===== src/rtl/strap_loader_cfg.svh =====
// constants for the setting-pin loader and its phase gate control
`ifndef STRAP_LOADER_CFG_SVH
`define STRAP_LOADER_CFG_SVH

`define CLK_PERIOD_NS      40
`define REF_SETTLE_NS      10000
`define SEQ_LIMIT_US       500
`define ON_TIME_NS         200

`define STRAP_PINS         5
`define CODE_W             8
`define ADDR_W             8
`define PIN_CORE_FIRST     3'h0
`define PIN_CORE_SECOND    3'h1
`define PIN_SHARED         3'h2
`define PIN_GFX_FIRST      3'h3
`define PIN_LAST           3'h4

`define REG_CTRL           8'h00
`define REG_STATUS         8'h04
`define REG_CORE_CFG       8'h08
`define REG_GFX_CFG        8'h0C
`define REG_SHARED_CFG     8'h10

`define CTRL_DEM_BIT       0
`define CTRL_PH_LSB        1
`define CTRL_PH_MSB        2
`define CTRL_PH_RESET      2'h3
`define PH_ONE             2'h1

`define SH_GAIN_BIT        1
`define SH_BEH_BIT         2
`define SH_OVS_BIT         3
`define SH_ZLL_BIT         4
`define SH_ADDR_LSB        5
`define SH_ADDR_MSB        6
`define SH_PLATFORM_POWER_SENSE_BIT        1
`define SH_HFR_BIT         2
`define SH_SLEW_LSB        3
`define SH_SLEW_MSB        4
`define SH_COMP_BIT        5
`define SH_RRED_BIT        6

`endif


===== src/rtl/strap_loader_pkg.sv =====
// types shared by the setting-pin loader and its phase gate control
`include "strap_loader_cfg.svh"
package strap_loader_pkg;

  typedef enum logic [5:0] {
    LD_IDLE   = 6'b00_0001,
    LD_REF    = 6'b00_0010,
    LD_F1     = 6'b00_0100,
    LD_F2_SET = 6'b00_1000,
    LD_F2     = 6'b01_0000,
    LD_DONE   = 6'b10_0000
  } ld_state_t;

  typedef struct packed {
    logic [`ADDR_W-1:0] addr;
    logic [31:0]        wdata;
    logic               wr;
    logic               rd;
  } bus_req_t;

  typedef struct packed {
    logic [`CODE_W-1:0] max_current_code;
    logic [3:0]         step_thr;
    logic [3:0]         oc_limit;
    logic [3:0]         step_width;
    logic [3:0]         ramp_amp;
    logic [3:0]         quick_thr;
    logic [3:0]         quick_width;
  } rail_cfg_t;

  typedef struct packed {
    logic [1:0] rail_addr;
    logic       zero_ll_en;
    logic       overshoot_guard_en;
    logic       overshoot_guard_beh;
    logic       gain_sel;
    logic       platform_power_sense_en;
    logic       hf_ramp_en;
    logic [1:0] step_slew;
    logic       step_comp_dis;
    logic       ramp_reduce;
  } shared_cfg_t;

  typedef struct packed {
    rail_cfg_t   core;
    rail_cfg_t   gfx;
    shared_cfg_t shared;
  } strap_cfg_t;

  typedef struct packed {
    logic [1:0]                           prdy_sync;
    logic                                 prdy_prev;
    ld_state_t                            st;
    logic [15:0]                          tmo;
    logic [15:0]                          wait_cnt;
    logic [2:0]                           pin;
    logic                                 ref_high;
    logic [`STRAP_PINS-1:0]               isrc_en;
    logic                                 adc_start;
    logic [2:0]                           adc_sel;
    logic [2*`STRAP_PINS-1:0][`CODE_W-1:0] raw;
    strap_cfg_t                           cfg;
    logic                                 done;
    logic                                 timeout;
    logic                                 dem_en;
    logic [1:0]                           core_phases;
    logic [31:0]                          rdata;
  } ld_reg_t;

  typedef struct packed {
    logic [1:0] fb_sync;
    logic       fb_prev;
    logic [2:0] neg_sync1;
    logic [2:0] neg_sync2;
    logic [1:0] ptr;
    logic [2:0] on_busy;
    logic [2:0][7:0] on_cnt;
    logic [2:0] high_side_gate;
    logic [2:0] low_side_gate;
  } pg_reg_t;

endpackage : strap_loader_pkg


===== src/rtl/phase_gate_ctrl.sv =====
// fixed on-time pulses with round-robin phase interleave and diode emulation gating
`timescale 1ns/1ps
`include "strap_loader_cfg.svh"
module phase_gate_ctrl
  import strap_loader_pkg::*;
#(
  parameter int ON_CYC = (`ON_TIME_NS + `CLK_PERIOD_NS - 1) / `CLK_PERIOD_NS
) (
  // clock and reset
  input  wire logic       clk_sys,
  input  wire logic       nrst,
  // comparator and phase sense pins
  input  wire logic       fb_at_comp,
  input  wire logic [2:0] phase_node_neg,
  // mode
  input  wire logic       dem_en,
  input  wire logic [1:0] phase_count,
  // gates
  output logic      [2:0] high_side_gate,
  output logic      [2:0] low_side_gate
);

  pg_reg_t r_q;
  pg_reg_t r_d;
  logic    trip;

  always_comb begin
    r_d = r_q;
    r_d.fb_sync   = {r_q.fb_sync[0], fb_at_comp};
    r_d.fb_prev   = r_q.fb_sync[1];
    r_d.neg_sync1 = phase_node_neg;
    r_d.neg_sync2 = r_q.neg_sync1;
    trip = r_q.fb_sync[1] & ~r_q.fb_prev;
    for (int i = 0; i < 3; i++) begin
      if (r_q.on_busy[i]) begin
        if (r_q.on_cnt[i] == 8'(ON_CYC - 1)) begin
          r_d.on_busy[i] = 1'b0;
        end else begin
          r_d.on_cnt[i] = r_q.on_cnt[i] + 8'h01;
        end
      end
    end
    if (trip) begin
      r_d.on_busy[r_q.ptr] = 1'b1;
      r_d.on_cnt[r_q.ptr]  = 8'h00;
      // a zero phase count keeps the pointer inside the three phases
      if (phase_count == 2'h0 || r_q.ptr >= phase_count - 2'h1) begin
        r_d.ptr = 2'h0;
      end else begin
        r_d.ptr = r_q.ptr + 2'h1;
      end
    end
    for (int i = 0; i < 3; i++) begin
      r_d.high_side_gate[i] = r_d.on_busy[i] && (2'(i) < phase_count);
      if (r_d.high_side_gate[i] || 2'(i) >= phase_count) begin
        r_d.low_side_gate[i] = 1'b0;
      end else if (dem_en) begin
        r_d.low_side_gate[i] = r_q.neg_sync2[i];
      end else begin
        r_d.low_side_gate[i] = 1'b1;
      end
    end
  end

  always_ff @(posedge clk_sys or negedge nrst) begin
    if (!nrst) begin
      r_q <= '0;
    end else begin
      r_q <= r_d;
    end
  end

  assign high_side_gate = r_q.high_side_gate;
  assign low_side_gate  = r_q.low_side_gate;

endmodule : phase_gate_ctrl


===== src/rtl/pin_strap_setting_loader.sv =====
// power-up setting-pin measurement, decode and latch, with core phase gate control
//
// Our own choices: strobed register access and the register addresses.
`timescale 1ns/1ps
`include "strap_loader_cfg.svh"
module pin_strap_setting_loader
  import strap_loader_pkg::*;
#(
  parameter int TIMEOUT_CYC = `SEQ_LIMIT_US * 1000 / `CLK_PERIOD_NS,
  parameter int SETTLE_CYC  = (`REF_SETTLE_NS + `CLK_PERIOD_NS - 1) / `CLK_PERIOD_NS
) (
  // clock and reset
  input  wire logic                   clk_sys,
  input  wire logic                   nrst,
  // register port
  input  wire bus_req_t               bus_req,
  output logic [31:0]                 rd_data,
  // power ready pin
  input  wire logic                   power_ready,
  // setting converter
  output logic                        adc_start,
  output logic [2:0]                  adc_sel,
  input  wire logic                   adc_valid,
  input  wire logic [`CODE_W-1:0]     adc_code,
  output logic [`STRAP_PINS-1:0]      isrc_en,
  output logic                        ref_high,
  // decoded settings
  output strap_cfg_t                  strap_cfg,
  output logic                        setting_done,
  // phase gate pins
  input  wire logic                   fb_at_comp,
  input  wire logic [2:0]             phase_node_neg,
  output logic [2:0]                  high_side_gate,
  output logic [2:0]                  low_side_gate
);

  ld_reg_t r_q;
  ld_reg_t r_d;
  logic    prdy_rise;
  logic    settled;
  logic    expired;

  // splits a code into two four-bit fields, upper first
  function automatic logic [7:0] nibbles(input logic [`CODE_W-1:0] code);
    nibbles = code[7:0];
  endfunction : nibbles

  function automatic rail_cfg_t decode_rail(input logic [`CODE_W-1:0] f1a,
                                            input logic [`CODE_W-1:0] f2a,
                                            input logic [`CODE_W-1:0] f1b,
                                            input logic [`CODE_W-1:0] f2b);
    rail_cfg_t c;
    c.max_current_code = f1a;
    {c.step_thr, c.oc_limit}      = nibbles(f2a);
    {c.step_width, c.ramp_amp}    = nibbles(f1b);
    {c.quick_thr, c.quick_width}  = nibbles(f2b);
    decode_rail = c;
  endfunction : decode_rail

  function automatic strap_cfg_t decode_all(
      input logic [2*`STRAP_PINS-1:0][`CODE_W-1:0] raw,
      input logic [1:0]                            phases);
    strap_cfg_t c;
    logic [`CODE_W-1:0] s1;
    logic [`CODE_W-1:0] s2;
    s1 = raw[2*`PIN_SHARED];
    s2 = raw[2*`PIN_SHARED+1];
    c.core = decode_rail(raw[2*`PIN_CORE_FIRST], raw[2*`PIN_CORE_FIRST+1],
                         raw[2*`PIN_CORE_SECOND], raw[2*`PIN_CORE_SECOND+1]);
    c.gfx  = decode_rail(raw[2*`PIN_GFX_FIRST], raw[2*`PIN_GFX_FIRST+1],
                         raw[2*`PIN_LAST], raw[2*`PIN_LAST+1]);
    // shared pin uses 25 mV bands, two converter codes each
    c.shared.gain_sel                = s1[`SH_GAIN_BIT];
    c.shared.overshoot_guard_beh     = s1[`SH_BEH_BIT];
    c.shared.overshoot_guard_en      = s1[`SH_OVS_BIT];
    c.shared.zero_ll_en              = s1[`SH_ZLL_BIT];
    c.shared.rail_addr               = s1[`SH_ADDR_MSB:`SH_ADDR_LSB];
    c.shared.platform_power_sense_en = s2[`SH_PLATFORM_POWER_SENSE_BIT];
    c.shared.hf_ramp_en              = s2[`SH_HFR_BIT];
    c.shared.step_slew               = s2[`SH_SLEW_MSB:`SH_SLEW_LSB];
    c.shared.step_comp_dis           = s2[`SH_COMP_BIT];
    c.shared.ramp_reduce             = s2[`SH_RRED_BIT] && (phases == `PH_ONE);
    decode_all = c;
  endfunction : decode_all

  always_comb begin
    r_d = r_q;
    r_d.prdy_sync = {r_q.prdy_sync[0], power_ready};
    r_d.prdy_prev = r_q.prdy_sync[1];
    r_d.adc_start = 1'b0;
    r_d.rdata     = 32'h0000_0000;
    prdy_rise = r_q.prdy_sync[1] & ~r_q.prdy_prev;
    settled   = (r_q.wait_cnt == 16'(SETTLE_CYC - 1));
    // only a running sequence expires; a count left by a cut run must not end the next one
    expired   = (r_q.tmo == 16'(TIMEOUT_CYC - 1)) && (r_q.st != LD_IDLE)
                && (r_q.st != LD_DONE);
    if (!r_q.st[0] && !r_q.st[5]) begin
      r_d.tmo = r_q.tmo + 16'h0001;
    end

    unique case (r_q.st)
      LD_IDLE, LD_DONE: begin
        if (prdy_rise) begin
          r_d.ref_high = 1'b1;
          r_d.tmo      = 16'h0000;
          r_d.wait_cnt = 16'h0000;
          r_d.pin      = 3'h0;
          r_d.done     = 1'b0;
          r_d.timeout  = 1'b0;
          r_d.st       = LD_REF;
        end
      end
      LD_REF: begin
        r_d.wait_cnt = r_q.wait_cnt + 16'h0001;
        if (settled) begin
          r_d.adc_start = 1'b1;
          r_d.adc_sel   = r_q.pin;
          r_d.st        = LD_F1;
        end
      end
      LD_F1: begin
        if (adc_valid) begin
          r_d.raw[{r_q.pin, 1'b0}] = adc_code;
          r_d.isrc_en[r_q.pin]     = 1'b1;
          r_d.wait_cnt             = 16'h0000;
          r_d.st                   = LD_F2_SET;
        end
      end
      LD_F2_SET: begin
        r_d.wait_cnt = r_q.wait_cnt + 16'h0001;
        if (settled) begin
          r_d.adc_start = 1'b1;
          r_d.adc_sel   = r_q.pin;
          r_d.st        = LD_F2;
        end
      end
      LD_F2: begin
        if (adc_valid) begin
          r_d.raw[{r_q.pin, 1'b1}] = adc_code;
          r_d.isrc_en              = '0;
          r_d.wait_cnt             = 16'h0000;
          if (r_q.pin == `PIN_LAST) begin
            r_d.st = LD_DONE;
          end else begin
            r_d.pin = r_q.pin + 3'h1;
            r_d.st  = LD_REF;
          end
        end
      end
      default: begin
        r_d.st = LD_IDLE;
      end
    endcase

    // a stuck converter cannot hold the reference high past the limit
    if (expired && r_d.st != LD_DONE) begin
      r_d.st      = LD_DONE;
      r_d.timeout = 1'b1;
      r_d.isrc_en = '0;
    end
    if (r_d.st == LD_DONE && r_q.st != LD_DONE) begin
      r_d.ref_high = 1'b0;
      r_d.done     = 1'b1;
      r_d.cfg      = decode_all(r_d.raw, r_q.core_phases);
    end

    if (bus_req.wr && bus_req.addr == `REG_CTRL) begin
      r_d.dem_en      = bus_req.wdata[`CTRL_DEM_BIT];
      r_d.core_phases = bus_req.wdata[`CTRL_PH_MSB:`CTRL_PH_LSB];
    end
    if (bus_req.rd) begin
      unique case (bus_req.addr)
        `REG_CTRL:       r_d.rdata = {29'h0, r_q.core_phases, r_q.dem_en};
        `REG_STATUS:     r_d.rdata = {26'h0, r_q.st};
        `REG_CORE_CFG:   r_d.rdata = r_q.cfg.core;
        `REG_GFX_CFG:    r_d.rdata = r_q.cfg.gfx;
        `REG_SHARED_CFG: r_d.rdata = {17'h0, r_q.timeout, r_q.done,
                                      r_q.ref_high, r_q.cfg.shared};
        default:         r_d.rdata = 32'h0000_0000;
      endcase
    end
  end

  always_ff @(posedge clk_sys or negedge nrst) begin
    if (!nrst) begin
      r_q             <= '0;
      r_q.st          <= LD_IDLE;
      r_q.core_phases <= `CTRL_PH_RESET;
    end else begin
      r_q <= r_d;
    end
  end

  assign rd_data      = r_q.rdata;
  assign adc_start    = r_q.adc_start;
  assign adc_sel      = r_q.adc_sel;
  assign isrc_en      = r_q.isrc_en;
  assign ref_high     = r_q.ref_high;
  assign strap_cfg    = r_q.cfg;
  assign setting_done = r_q.done;

  phase_gate_ctrl u_phase_gate (
    .clk_sys        (clk_sys),
    .nrst           (nrst),
    .fb_at_comp     (fb_at_comp),
    .phase_node_neg (phase_node_neg),
    .dem_en         (r_q.dem_en),
    .phase_count    (r_q.core_phases),
    .high_side_gate (high_side_gate),
    .low_side_gate  (low_side_gate)
  );

endmodule : pin_strap_setting_loader


===== config.mk =====
export PLATFORM = sky130hd
export DESIGN_NAME = pin_strap_setting_loader
export DESIGN_NICKNAME = d
export VERILOG_FILES = /design/src/rtl/strap_loader_pkg.sv /design/src/rtl/phase_gate_ctrl.sv /design/src/rtl/pin_strap_setting_loader.sv
export VERILOG_INCLUDE_DIRS = /design/src /design/src/rtl
export SDC_FILE = /design/constraint.sdc
export NUM_CORES = 1
export LEC_CHECK = 0
export BUFFER_PORTS_ARGS = -buffer_cell sky130_fd_sc_hd__buf_4
export CELL_PAD_IN_SITES_DETAIL_PLACEMENT = 1
export CELL_PAD_IN_SITES_GLOBAL_PLACEMENT = 1
export CORE_MARGIN = 2
export CORE_UTILIZATION = 45
export CTS_CLUSTER_DIAMETER = 200
export DETAILED_ROUTE_END_ITERATION = 8
export HOLD_SLACK_MARGIN = 0.06
export PLACE_DENSITY = 0.84
export SLEW_MARGIN = 25
export SYNTH_ARGS = -nofsm -noshare
export SYNTH_HDL_FRONTEND = slang
export SYNTH_SLANG_ARGS = --single-unit
export TNS_END_PERCENT = 100

===== constraint.sdc =====
create_clock -name clk_sys -period 3.25 [get_ports clk_sys]
set_clock_uncertainty 0.2 [all_clocks]
set_input_delay 0.65 -clock clk_sys [delete_from_list [all_inputs] [get_ports clk_sys]]
set_output_delay 0.65 -clock clk_sys [all_outputs]
set_load 0.01 [all_outputs]

# Word level (Yosys, flattened, before mapping)
# Cells that the tools add are included.
classes:
  reduce_logical: 39
  muxes: 64
  n_bitwise: 8
  addsub: 8
  magnitude_cmp: 15
  eq_ne: 27
op_table:
  columns: ["operator", "n"]
  rows:
  - ["80-bit bitwise mux", 2]
  - ["80-bit 2-to-1 mux", 2]
  - ["32-bit case mux with 5 select lines", 1]
  - ["80-bit case mux with 2 select lines", 1]
  - ["8-bit 2-to-1 mux", 9]
  - ["16-bit case mux with 4 select lines", 1]
  - ["8-bit demux with 3-bit select", 2]
  - ["16-bit 2-to-1 mux", 3]
  - ["42-bit 2-to-1 mux", 1]
  - ["6-bit 2-to-1 mux", 6]
  - ["16-bit by 1-bit adder with 16-bit output (second input constant)", 2]
  - ["8-bit by 3-bit equality test with 1-bit output (second input constant)", 4]
  - ["32-bit 2-to-1 mux", 1]
  - ["6-bit case mux with 5 select lines", 1]
  - ["27-bit 2-to-1 mux", 1]
  - ["8-bit by 1-bit adder with 8-bit output (second input constant)", 3]
  - ["24-bit bitwise AND", 1]
  - ["24-bit inverter", 1]
  - ["19-bit 2-to-1 mux", 1]
  - ["1-bit 2-to-1 mux", 18]
  - ["8-bit demux with 2-bit select", 1]
  - ["16-bit by 14-bit equality test with 1-bit output (second input constant)", 1]
  - ["16-bit by 8-bit equality test with 1-bit output (second input constant)", 1]
  - ["8-bit by 4-bit equality test with 1-bit output (second input constant)", 2]
  - ["51 further kinds", 95]
totals:
  inputBits: 58
  reg_bits: 291
  wordCells: 223

# Logic depth before layout (Yosys ltp)
logic_depth:
  word_depth: 12
  depth_mapped: 9

# Hierarchy
# Synthesis repeated with hierarchy kept, for this count alone.
unflattened:
  hier_cells: 1113
  area_unflattened_um2: 13325.3
modules_own_cells:
  columns: ["mod", "area_each_um2", "cells_per_inst", "seq_area_each_um2", "instances"]
  rows:
  - ["pin_strap_setting_loader", 11090.6, 897, 6084.6, 1]
  - ["phase_gate_ctrl", 2234.6, 216, 1101.1, 1]

# Worst setup path before layout
# OpenSTA, ideal clock, no wires.
synth_timing:
  path_type: "input to register"
  startpoint: "input adc_valid"
  endpoint: "register r_q, in the netlist strap_cfg[11]"
  arrival_ps: 2119
  required_time_ps: 2923
  n_path_buf: 2
  path_slack_ps: 804
  setup_ps: 127
  stages: 6
  cell_sequence: "clkbuf_1 > and3b_1 > and3_1 > buf_2 > mux2_2 > mux2_1"
synth_lines:
  columns: ["item", "line_no", "source"]
  rows:
  - ["start: declaration", "pin_strap_setting_loader.sv:23", "input wire logic adc_valid,"]
  - ["end signal: assignment", "pin_strap_setting_loader.sv:190", "r_q <= r_d;"]
  - ["end: declaration", "pin_strap_setting_loader.sv:37", "ld_reg_t r_q;"]

==> summary.txt <==
Outcome
  – Status: completed

Setup path
  – Crit path DAT: roughly 3.3 ns
  – Crit Path Class: flip-flop to flip-flop
  – Critical Path Fanout Max: 12
  – Crit end category: flip-flop
  – WP data required: between 3 and 4 ns
  – Startpoint types: flip-flop

Yosys
  – Post-synthesis mux area share: 0.140
  – Yosys cell types: 64
  – Synthesized Nets: 1196
  – Synth area leaders: dfrtp_1 (54%), mux2_2 (12%), buf_4 (7.3%), nor2_1 (3.1%), a22oi_1 (1.9%)
  – Post-Synth Simple-Gate Area: 0.114
  – YS warnings: 0
  – Seq cells post-synth: 287
  – Post-Syn Area per Cell: ~12 µm²
  – Cell count after synthesis: 1119
  – Post-synth EDFFs: 0
  – Synth Area in Adders: 0.0179
  – Top_reg_cell synth: dfrtp_1
  – Synth async-reset ratio: 1.00
  – Yosys top cell area share: 0.536
  – XOR/XNOR Fraction of Synth Area: 0.0246
  – Sequential share of the synthesized area: 0.542
  – Compound-Gate Fraction of Synth Area: 0.0662
  – Combinational family with the most area after synthesis: multiplexers
  – Cell area after synthesis: 13200 µm²
  – Largest area contributor in the netlist: dfrtp_1

Timing
  – Final setup fails: 0
  – Rel. slew slack: 0.576
  – Worst slew pin tran: ~0.63 ns
  – RSZ-0062 raised after global routing: false
  – F_max: 333 MHz
  – Final max-slew violation count: 0
  – Setup TNS: 0 ns
  – Final period util: 0.925
  – Post-layout minimum cycle time: 3.01 ns
  – Hold Vio Cnt, Final: 0

Cells and area
  – Share of layout cells above drive strength 1: 0.329
  – Layout Cells excl Fill: ~1600
  – Nets: 1238
  – Antenna cells: 0
  – Cell area after layout: about 15000 µm²
  – Commonest non-fill, non-tap cell in the layout: dfrtp_1
  – Commonest non-fill, non-tap cells in the layout: dfrtp_1 (284), buf_4 (170), mux2_2 (138), nor2_1 (108), nand2_1 (45)
  – Area grow syn2layout: 13.4%

Power and ir drop
  – Total power: 8.85 mW
  – Peak VDD IR: roughly 0.40 mV
  – LEAKAGE: 7.35 nW
  – Sequential share of power: 0.465
  – NetSw: 2.44 mW
  – Clk pwr share: 0.396
  – Net Sw Frac: 0.275
  – Comb power frac: 0.139
  – Power per standard cell area: 589 nW/µm²
  – Cell Int Power: 6.41 mW

CTS
  – Htree depth: 1
  – CTS tree: yes
  – CTS Buffer Depth: 3
  – Total CTS buffers: 30
  – Clock-pin transition on the worst setup and hold timing paths: around 0.060 ns
  – CTS sink cnt: 287
  – Post-CTS Setup Inserts: 0
  – Worst-Skew Late Latency: ~0.55 ns
  – Post-CTS Resized: 0
  – Root buf cell: clkbuf_16
  – CTS Hold Buffers Added: 6

Floorplanning
  – Die extent in x: 176 µm
  – # rows: 62
  – Die area: ~31000 µm²
  – Total core area: 28900 µm²
  – Initial Utilization: 0.459
  – Die height: 176 µm
  – I/O pins: 183

Global route
  – Vias in the first global route: ~9600
  – Antenna violations before repair: 1
  – GRT Total Usage: 0.221
  – GR Overflow Total: 0
  – Largest net degree at the start of global routing: 73
  – First-pass GRT wire length: 53.9 mm

Place
  – Routability cong.: 0.833
  – IO Port Bufs: approximately 150
  – Placed Cells incl. Taps: 1507
  – Post-DP HPWL: about 23 mm
  – Dpl cell area: about 14000 µm²

Flow run
  – Max-cap viol count: 0

Route
  – Initial DRT Pass Iterations: 4
  – DR WL/cell: around 22 µm
  – Post-route ant nets: 0
  – Drt total wl: approximately 34 mm
  – Iteration-0 DRC Markers: about 310
  – Vias: between 8000 and 9000
  – Vias per cell: between 5 and 6
  – DRC: 0

Hold path
  – Hold crit path type: input pin to flip-flop
## critical path, stage by stage (launching register included)
cell     delay (ns)
dfrtp_1        0.56
nor4b_4        0.42
and2_1         0.42
nand3_1        0.52
mux2_2         0.48
mux2_1         0.30
## sequential cells by signal, indices dropped and copies added, names as in the netlist
name / cells
setting_done: 1
adc_sel: 3
strap_cfg: 76
r_d: 2
u_phase_gate.r_q: 33
rd_data: 32
u_phase_gate.r_d: 5
u_phase_gate.high_side_gate: 3
u_phase_gate.low_side_gate: 3
adc_start: 1
r_q: 122
ref_high: 1
isrc_en: 5
## per-layer routing
layer,routed length [µm],GRT usage,vias to the layer above
met5,0,0,-
met4,988,0.0675,0
met3,1950,0.0459,67
met2,17200,0.383,210
met1,14000,0.280,4500
li1,-,-,3852
## power groups by stage
stage	Clock (mW)	Combinational, mW	Sequential [mW]
after global routing	3.71	1.39	4.15
after floorplan	0	0.906	4.03
final	3.50	1.23	4.11
after global placement	0	1.13	4.15
after CTS	3.58	1.25	4.11
after detailed placement	0	1.23	4.17
## logic make-up (layout without fill, tap and decap cells)
family / Yosys count / after routing
AND/OR/NAND/NOR: 292 / 292
flip-flops: 287 / 287
buffers and inverters: 193 / 258
multiplexers: 164 / 164
AO/OA/AOI/OAI: 129 / 129
XOR/XNOR: 35 / 35
adder cells (fa/ha/maj): 19 / 19
## cell type report
cell class	instances	area [µm²]
multi-input cells	639	4820
inverters	21	78.8
clock inverters	13	148
fillers	3015	13800
clock buffers	42	867
flip-flops and latches	287	7190
repair buffers	182	1450
well taps	384	480
## final timing paths
| path | start | end | slack, ns | cells after the start |
|---|---|---|---|---|
| setup / recovery | r_q[240] | strap_cfg[51] | 0.24 | 5 |
| max in group asynchronous | nrst | r_q[33] | 1.60 | 3 |
| hold / removal | bus_req[3] | r_q[32] | 0.13 | 3 |
| min in group asynchronous | nrst | u_phase_gate.r_q[11] | 0.47 | 2 |
| setup reg to reg | r_q[240] | strap_cfg[51] | 0.24 | 5 |
| hold reg to reg | u_phase_gate.r_d[35] | u_phase_gate.r_q[35] | 0.15 | 0 |
## through the flow
step                hold WS [ns]  setup WS (ns)  utilization
detailed placement         0.137          0.326        0.483
CTS                        0.113          0.247        0.521
finish                     0.130          0.243        0.521
floorplan                  0.131          0.804            -
global route               0.132          0.145        0.521
global placement           0.138          0.393        0.483
## cells in the mapped netlist (5+ instances only)
| cell type | number |
|---|---|
| dfrtp_1 | 284 |
| mux2_2 | 138 |
| buf_4 | 129 |
| nor2_1 | 108 |
| nand2_1 | 45 |
| a21oi_1 | 33 |
| a22oi_1 | 33 |
| clkbuf_1 | 27 |
| nand3_1 | 22 |
| xor2_1 | 22 |
| inv_1 | 21 |
| ha_1 | 19 |
| nand4_1 | 19 |
| and3_1 | 16 |
| o21ai_0 | 15 |
| nor3_1 | 14 |
| mux2_1 | 12 |
| xnor2_1 | 12 |
| a31oi_1 | 9 |
| mux2i_1 | 9 |
| nor2b_1 | 8 |
| o31ai_1 | 8 |
| and2_1 | 7 |
| nor4_1 | 7 |
| buf_1 | 6 |
| nand2b_1 | 6 |
| nand3b_1 | 6 |
| buf_2 | 5 |
| mux2_4 | 5 |
| o21a_1 | 5 |
Note: power is estimated with default switching activity, not from simulation.
